<file path="src/hdl/psa_defs.vh">
`ifndef PSA_DEFS_VH
`define PSA_DEFS_VH
// Function
// RQ1: opcode 0F67 packs operand words into bytes with unsigned saturation.
// RQ2: opcode 0FFC adds eight byte lanes with wrap-around.
// RQ3: opcode 0FFE adds two doubleword lanes with wrap-around.
// RQ4: opcode 0FEC adds eight signed byte lanes with signed saturation.
// RQ5: opcode 0FED adds four signed word lanes with signed saturation.
// RQ6: opcode 0FDC adds eight unsigned byte lanes with unsigned saturation.
// RQ7: opcode 0FDD adds four unsigned word lanes with unsigned saturation.
// RQ8: opcode 0FFD adds four word lanes with wrap-around.
// RQ9: opcode 0FDB writes 64-bit bitwise AND of destination and source.
// RQ10: opcode 0FDF writes 64-bit AND-NOT of destination and source.
// RQ11: opcode 0F74 byte equality compare gives all-ones or zero lanes.
// RQ12: opcode 0F75 word equality compare gives all-ones or zero lanes.
// RQ13: opcode 0F76 doubleword equality compare gives all-ones or zero lanes.
// RQ14: opcode 0F64 byte greater-than compare, destination over source.
// RQ15: register source when mode field is 11, else memory, same timing.
// RQ16: pack puts destination words in low bytes, source words in high.
// RQ17: saturation replaces out-of-range lane results with the nearest bound.
// RQ18: signed lanes use the lane's most significant bit as sign.
// RQ19: AND-NOT complements destination first; greater-than compare is signed.
// RQ20: byte bounds -128..127 and 0..255; words use 16-bit bounds.

`define PSA_OP_PACK_WB_US 16'h0F67
`define PSA_OP_ADD_B      16'h0FFC
`define PSA_OP_ADD_D      16'h0FFE
`define PSA_OP_ADD_SB     16'h0FEC
`define PSA_OP_ADD_SW     16'h0FED
`define PSA_OP_ADD_UB     16'h0FDC
`define PSA_OP_ADD_UW     16'h0FDD
`define PSA_OP_ADD_W      16'h0FFD
`define PSA_OP_AND        16'h0FDB
`define PSA_OP_ANDN       16'h0FDF
`define PSA_OP_CEQ_B      16'h0F74
`define PSA_OP_CEQ_W      16'h0F75
`define PSA_OP_CEQ_D      16'h0F76
`define PSA_OP_CGT_B      16'h0F64

`define PSA_MOD_REG       2'b11
`define PSA_LATENCY       1
`define PSA_RESET_RESULT  64'h0000_0000_0000_0000

// lane size codes for the adder and compare units
`define PSA_SZ_B          2'h0
`define PSA_SZ_W          2'h1
`define PSA_SZ_D          2'h2
// add mode codes
`define PSA_AM_WRAP       2'h0
`define PSA_AM_SSAT       2'h1
`define PSA_AM_USAT       2'h2
`endif

</file>
<file path="src/hdl/psa_lane_add.v">
`include "psa_defs.vh"
module psa_lane_add #(
    parameter W = 64
) (
    // operands
    input  wire [W-1:0] dst,
    input  wire [W-1:0] src,
    // control
    input  wire [1:0]   size,
    input  wire [1:0]   mode,
    // result
    output reg  [W-1:0] sum
);
    reg [8:0]  bs;
    reg [16:0] ws;
    reg [32:0] dsum;
    integer i;
    always @* begin
        sum = {W{1'b0}};
        bs = 9'h000;
        ws = 17'h0_0000;
        dsum = 33'h0_0000_0000;
        if (size == `PSA_SZ_B) begin
            for (i = 0; i < W/8; i = i + 1) begin
                bs = {1'b0, dst[i*8 +: 8]} + {1'b0, src[i*8 +: 8]};
                sum[i*8 +: 8] = bs[7:0]; // [RQ2]
                if (mode == `PSA_AM_USAT && bs[8])
                    sum[i*8 +: 8] = 8'hFF; // [RQ6] [RQ17] [RQ20]
                // sign overflow: equal operand signs differ from result
                if (mode == `PSA_AM_SSAT &&
                    dst[i*8+7] == src[i*8+7] && bs[7] != dst[i*8+7])
                    sum[i*8 +: 8] = dst[i*8+7] ? 8'h80
                                               : 8'h7F; // [RQ4] [RQ18] [RQ20]
            end
        end else if (size == `PSA_SZ_W) begin
            for (i = 0; i < W/16; i = i + 1) begin
                ws = {1'b0, dst[i*16 +: 16]} + {1'b0, src[i*16 +: 16]};
                sum[i*16 +: 16] = ws[15:0]; // [RQ8]
                if (mode == `PSA_AM_USAT && ws[16])
                    sum[i*16 +: 16] = 16'hFFFF; // [RQ7] [RQ17] [RQ20]
                if (mode == `PSA_AM_SSAT &&
                    dst[i*16+15] == src[i*16+15] &&
                    ws[15] != dst[i*16+15])
                    sum[i*16 +: 16] = dst[i*16+15] ? 16'h8000
                                                   : 16'h7FFF; // [RQ5] [RQ18]
            end
        end else begin
            for (i = 0; i < W/32; i = i + 1) begin
                dsum = {1'b0, dst[i*32 +: 32]} + {1'b0, src[i*32 +: 32]};
                sum[i*32 +: 32] = dsum[31:0]; // [RQ3]
            end
        end
    end
endmodule

</file>
<file path="src/hdl/psa_lane_cmp.v">
`include "psa_defs.vh"
module psa_lane_cmp #(
    parameter W = 64
) (
    // operands
    input  wire [W-1:0] dst,
    input  wire [W-1:0] src,
    // control
    input  wire [1:0]   size,
    input  wire         greater,
    // mask result
    output reg  [W-1:0] mask
);
    integer i;
    always @* begin
        mask = {W{1'b0}};
        if (greater) begin
            for (i = 0; i < W/8; i = i + 1)
                if ($signed(dst[i*8 +: 8]) > $signed(src[i*8 +: 8]))
                    mask[i*8 +: 8] = 8'hFF; // [RQ14] [RQ19] [RQ18]
        end else if (size == `PSA_SZ_B) begin
            for (i = 0; i < W/8; i = i + 1)
                if (dst[i*8 +: 8] == src[i*8 +: 8])
                    mask[i*8 +: 8] = 8'hFF; // [RQ11]
        end else if (size == `PSA_SZ_W) begin
            for (i = 0; i < W/16; i = i + 1)
                if (dst[i*16 +: 16] == src[i*16 +: 16])
                    mask[i*16 +: 16] = 16'hFFFF; // [RQ12]
        end else begin
            for (i = 0; i < W/32; i = i + 1)
                if (dst[i*32 +: 32] == src[i*32 +: 32])
                    mask[i*32 +: 32] = 32'hFFFF_FFFF; // [RQ13]
        end
    end
endmodule

</file>
<file path="src/hdl/psa_simd_unit.v">
`include "psa_defs.vh"
module psa_simd_unit #(
    parameter W = 64
) (
    // clock and reset
    input  wire         sys_clk,
    input  wire         rst_n,
    // issue
    input  wire         issue_valid,
    input  wire [15:0]  opcode,
    input  wire [1:0]   modrm_mode,
    input  wire [2:0]   dest_index,
    // operands
    input  wire [W-1:0] dest_vector_reg,
    input  wire [W-1:0] src_vector_reg,
    input  wire [W-1:0] mem_operand,
    // result
    output reg          result_valid,
    output reg          result_illegal,
    output reg  [2:0]   result_index,
    output reg  [W-1:0] result_data
);
    ////////////////////////////////////////////////////////////////////////
    // operand selection and decode
    wire [W-1:0] src_sel;
    reg  [1:0]   add_size;
    reg  [1:0]   add_mode;
    reg  [1:0]   cmp_size;
    reg          cmp_gt;
    reg  [2:0]   cls;
    reg          known;
    wire [W-1:0] add_out;
    wire [W-1:0] cmp_out;
    reg  [W-1:0] pack_out;
    reg  [W-1:0] result_next;
    integer      k;

    localparam CLS_ADD  = 3'h0;
    localparam CLS_CMP  = 3'h1;
    localparam CLS_AND  = 3'h2;
    localparam CLS_ANDN = 3'h3;
    localparam CLS_PACK = 3'h4;

    // same path and timing for register and memory sources
    assign src_sel = (modrm_mode == `PSA_MOD_REG) ?
                     src_vector_reg : mem_operand; // [RQ15]

    function [7:0] sat_u8;
        input [15:0] w;
        begin
            if (w[15])
                sat_u8 = 8'h00; // [RQ17] [RQ18]
            else if (w[14:8] != 7'h00)
                sat_u8 = 8'hFF; // [RQ20]
            else
                sat_u8 = w[7:0];
        end
    endfunction

    always @* begin
        add_size = `PSA_SZ_B;
        add_mode = `PSA_AM_WRAP;
        cmp_size = `PSA_SZ_B;
        cmp_gt   = 1'b0;
        cls      = CLS_ADD;
        known    = 1'b1;
        case (opcode)
            `PSA_OP_ADD_B:  add_size = `PSA_SZ_B; // [RQ2]
            `PSA_OP_ADD_W:  add_size = `PSA_SZ_W; // [RQ8]
            `PSA_OP_ADD_D:  add_size = `PSA_SZ_D; // [RQ3]
            `PSA_OP_ADD_SB: add_mode = `PSA_AM_SSAT; // [RQ4]
            `PSA_OP_ADD_UB: add_mode = `PSA_AM_USAT; // [RQ6]
            `PSA_OP_ADD_SW: begin
                add_size = `PSA_SZ_W; // [RQ5]
                add_mode = `PSA_AM_SSAT;
            end
            `PSA_OP_ADD_UW: begin
                add_size = `PSA_SZ_W; // [RQ7]
                add_mode = `PSA_AM_USAT;
            end
            `PSA_OP_AND:    cls = CLS_AND; // [RQ9]
            `PSA_OP_ANDN:   cls = CLS_ANDN; // [RQ10]
            `PSA_OP_PACK_WB_US: cls = CLS_PACK; // [RQ1]
            `PSA_OP_CEQ_B:  cls = CLS_CMP; // [RQ11]
            `PSA_OP_CEQ_W: begin
                cls = CLS_CMP; // [RQ12]
                cmp_size = `PSA_SZ_W;
            end
            `PSA_OP_CEQ_D: begin
                cls = CLS_CMP; // [RQ13]
                cmp_size = `PSA_SZ_D;
            end
            `PSA_OP_CGT_B: begin
                cls = CLS_CMP; // [RQ14]
                cmp_gt = 1'b1;
            end
            default: known = 1'b0;
        endcase
    end

    ////////////////////////////////////////////////////////////////////////
    // lane units
    psa_lane_add #(
        .W (W)
    ) u_add (
        .dst  (dest_vector_reg),
        .src  (src_sel),
        .size (add_size),
        .mode (add_mode),
        .sum  (add_out)
    );

    psa_lane_cmp #(
        .W (W)
    ) u_cmp (
        .dst     (dest_vector_reg),
        .src     (src_sel),
        .size    (cmp_size),
        .greater (cmp_gt),
        .mask    (cmp_out)
    );

    // destination words fill the low half, source words the high half
    always @* begin
        pack_out = {W{1'b0}};
        for (k = 0; k < W/16; k = k + 1) begin
            pack_out[k*8 +: 8] = sat_u8(dest_vector_reg[k*16 +: 16]); // [RQ16]
            pack_out[W/2 + k*8 +: 8] = sat_u8(src_sel[k*16 +: 16]); // [RQ1]
        end
    end

    always @* begin
        case (cls)
            CLS_ADD:  result_next = add_out;
            CLS_CMP:  result_next = cmp_out;
            CLS_AND:  result_next = dest_vector_reg & src_sel; // [RQ9]
            CLS_ANDN: result_next = ~dest_vector_reg & src_sel; // [RQ10] [RQ19]
            CLS_PACK: result_next = pack_out;
            default:  result_next = {W{1'b0}};
        endcase
        if (!known)
            result_next = {W{1'b0}};
    end

    ////////////////////////////////////////////////////////////////////////
    // single-cycle result register, one issue per clock
    always @(posedge sys_clk) begin
        if (!rst_n) begin
            result_valid   <= 1'b0;
            result_illegal <= 1'b0;
            result_index   <= 3'h0;
            result_data    <= `PSA_RESET_RESULT;
        end else begin
            result_valid   <= issue_valid & known; // [RQ15]
            result_illegal <= issue_valid & ~known;
            if (issue_valid) begin
                result_index <= dest_index;
                result_data  <= result_next;
            end
        end
    end
endmodule

</file>
<file path="config.mk">
export PLATFORM = sky130hd
export DESIGN_NAME = psa_simd_unit
export DESIGN_NICKNAME = d
export VERILOG_FILES = /design/src/hdl/psa_lane_add.v /design/src/hdl/psa_lane_cmp.v /design/src/hdl/psa_simd_unit.v
export VERILOG_INCLUDE_DIRS = /design/src /design/src/hdl
export SDC_FILE = /design/constraint.sdc
export NUM_CORES = 1
export LEC_CHECK = 0
export BUFFER_PORTS_ARGS = -buffer_cell sky130_fd_sc_hd__buf_2
export CAP_MARGIN = 10
export CORE_UTILIZATION = 52
export CTS_CLUSTER_DIAMETER = 30
export CTS_CLUSTER_SIZE = 12
export DETAILED_ROUTE_END_ITERATION = 6
export PLACE_DENSITY = 0.76
export RECOVER_POWER = 100
export SLEW_MARGIN = 20
export SYNTH_ARGS = -nofsm -noshare
export SYNTH_HDL_FRONTEND = slang
export SYNTH_SLANG_ARGS = --single-unit
</file>
<file path="constraint.sdc">
create_clock -name sys_clk -period 9.16 [get_ports sys_clk]
set_input_delay 0.916 -clock sys_clk [delete_from_list [all_inputs] [get_ports sys_clk]]
set_output_delay 0.916 -clock sys_clk [all_outputs]
set_load 0.01 [all_outputs]
</file>
==> flow_summary.json <==
{
  "cts_num_sinks": 69,
  "nFillCells": 2676,
  "num_vias": 17900,
  "cts_buffers": 9,
  "synth_fp_nets": 2409,
  "final_common_cell": "buf_2",
  "overflow": 0,
  "path_buf_inv": 3,
  "mostFrequentLayoutCells": "213 x buf_2, 191 x a21oi_1, 165 x o21ai_0, 159 x nand2_1, 158 x ha_1",
  "startpoint_type": "primary input",
  "avgSynthCellArea_um2": 7.09,
  "crit_cells": 15,
  "synth_cell_types": 98,
  "synth_top_cells_by_area": "ha_1 14%, dfxtp_1 9.6%, a21oi_1 6.7%",
  "nets": 2624,
  "critPathKind": "primary input to flop",
  "grt_usage": 0.455,
  "grt_max_degree": 46,
  "post_cts_buffers": 0,
  "postSynthCellCount": 2029,
  "place.gp.congestion": 1.09,
  "rsz0062_at_grt": "no",
  "cap_violations": 2,
  "endpoint_kind": "flop",
  "cpPeakStageDelay_ps": 1420,
  "clockRootBuffer": "clkbuf_16",
  "hold_viol_final": 0,
  "port_buffers": 284,
  "antenna_found_initial": 7,
  "insertion_delay_ps": 360,
  "power.density_nw_per_um2": 99.7,
  "ys_ff_latch": 69,
  "vdd_drop_max_uv": 85.3,
  "holdPathStages": 2,
  "drt_pass1_iterations": 6,
  "synthToLayoutAreaGrowth_pct": 12.4,
  "cp_common_cell": "nand2_1",
  "outcome": "finished, violations left",
  "ys_warn_count": 0,
  "vias_per_cell": 6.89,
  "num_rows": 60,
  "slowest_stage": "clkbuf_1",
  "io_pins": 285,
  "synth-edff-count": 0,
  "path_cells": "buf_2 > nand2_1 > clkbuf_1 > mux2i_1 > inv_1 > ha_1 > nand3_1 > a2111o_1 > a211oi_1 > nor3_2 > nand4_1 > nand2_1 > o31ai_1 > o21a_1 > a211o_1",
  "yosys.area.top_type_share": 0.137,
  "drc": 0,
  "clock_path_buffers": 2,
  "slew_violations": 77,
  "ys.flop_type": "dfxtp_1",
  "grt_pass1_vias": 16200,
  "slew_headroom": -0.815,
  "drt-initial-drc-count": 2425,
  "yosys.area.top_type": "ha_1",
  "fin_crit_ps": 7080,
  "tns_ps": 0,
  "critPathTopFamily": "compound AO/OA/AOI/OAI gates",
  "drt-total-wl_um": 66800,
  "fin_crit_sh": 0.773,
  "h-tree-depth": 3,
  "asyncSetResetFlopFracSynth": 0,
  "cts_tree": "done",
  "grt_pass1_wl_um": 98100,
  "violations": "max-capacitance violations, max-slew violations",
  "crit_required_ps": 9470,
  "drive_gt1_frac": 0.159,
  "die_area_um2": 28300,
  "setup_viol": 0,
  "core_um2": 27000,
  "die_x_um": 168,
  "fin_skew_ps": 0,
  "critPathMaxFanout": 30,
  "die_y_um": 168,
  "hpwl_um": 51500,
  "max_freq_ghz": 0.141,
  "clk_pin_slew_ps": 70,
  "fin_util": 0.598,
  "yosysSeqAreaShare": 0.0960,
  "syn_area_um2": 14400,
  "worst_r2r_path_depth": 5,
  "crit_arrival_ps": 7390,
  "ant_nets": 0,
  "start_util": 0.532,
  "leakage_nw": 6.84,
  "min_path_type": "flop to flop",
  "ctsResizeCount": 0,
  "cts_hold_buffers": 0,
  "worst_slew_pin_slew_ps": 2720,
  "wire_per_inst_um": 25.7
}
[final timing paths]
check	slack [ps]	endpoint	from
max	2080	result_data[8]	modrm_mode[1]
min	460	result_data[3]	result_data[3]
max reg2reg	7850	result_data[40]	result_data[40]
min reg2reg	460	result_data[3]	result_data[3]
[registers in the layout, summed over array words and instances, names as in the netlist]
register        count
result_data        64
result_index        3
result_illegal      1
result_valid        1
[per-stage QoR]
stage	instances	hold WS [ps]	setup slack, ps	power [mW]	area, um2
CTS	2590	451	3840	1.58	16300
detailed placement	2574	442	3470	1.19	16000
global route	2592	477	1690	1.69	16200
finish	2597	459	2080	1.61	16200
floorplan	2029	474	4430	0.925	14400
global placement	2574	432	3710	1.19	16000
[worst min-delay path, stage by stage, from the launching register on]
cell	delay, ps
dfxtp_1	320
nand2_1	50
o21ai_1	50
[logic make-up after synthesis]
kind of cell | count (synthesis) | synth area share
XOR/XNOR | 138 | 0.0840
multiplexers | 75 | 0.0563
adder cells (fa/ha/maj) | 164 | 0.146
flip-flops | 69 | 0.0960
AND/OR/NAND/NOR | 635 | 0.228
AO/OA/AOI/OAI | 727 | 0.326
buffers and inverters | 221 | 0.0636
[area by class of cell]
class | count | area, um2 | area share
tap | 341 | 427 | 0.0264
inverter | 118 | 443 | 0.0274
clock buffer | 9 | 225 | 0.0139
timing repair buffer | 307 | 1490 | 0.0922
clock inverter | 7 | 73.8 | 0.00457
antenna | 7 | 17.5 | 0.00108
sequential | 69 | 1380 | 0.0854
multi-input combinational | 1739 | 12100 | 0.749
[synth_stat cells, drive strengths merged, types with 13 or more instances]
library cell / number
a211oi: 28
a21o: 33
a21oi: 198
a221oi: 16
a22oi: 18
a31oi: 70
and3: 19
buf: 48
clkbuf: 55
dfxtp: 69
ha: 158
inv: 117
mux2: 47
mux2i: 28
nand2: 162
nand2b: 19
nand3: 84
nand4: 22
nor2: 142
nor2b: 24
nor3: 55
nor4: 30
nor4b: 13
o211ai: 16
o21a: 25
o21ai: 176
o21bai: 14
o22ai: 21
o31ai: 13
xnor2: 99
xor2: 39
[power by group]
| part | switching, mW | leakage (nW) | internal, mW | total (mW) |
|---|---|---|---|---|
| registers | 0.00839 | 0.560 | 0.308 | 0.316 |
| clock network | 0.181 | 0.146 | 0.213 | 0.393 |
| logic | 0.564 | 6.14 | 0.337 | 0.902 |
| total | 0.753 | 6.84 | 0.858 | 1.61 |
[layer usage]
layer | global-route usage | up-vias | routed length, um
met4 | 0.210 | 4 | 3410
met2 | 0.687 | 1352 | 27800
met5 | 0 | - | 23
li1 | - | 7971 | -
met3 | 0.118 | 215 | 8760
met1 | 0.602 | 8354 | 26900
No activity file was read; power rests on OpenSTA's default activity.
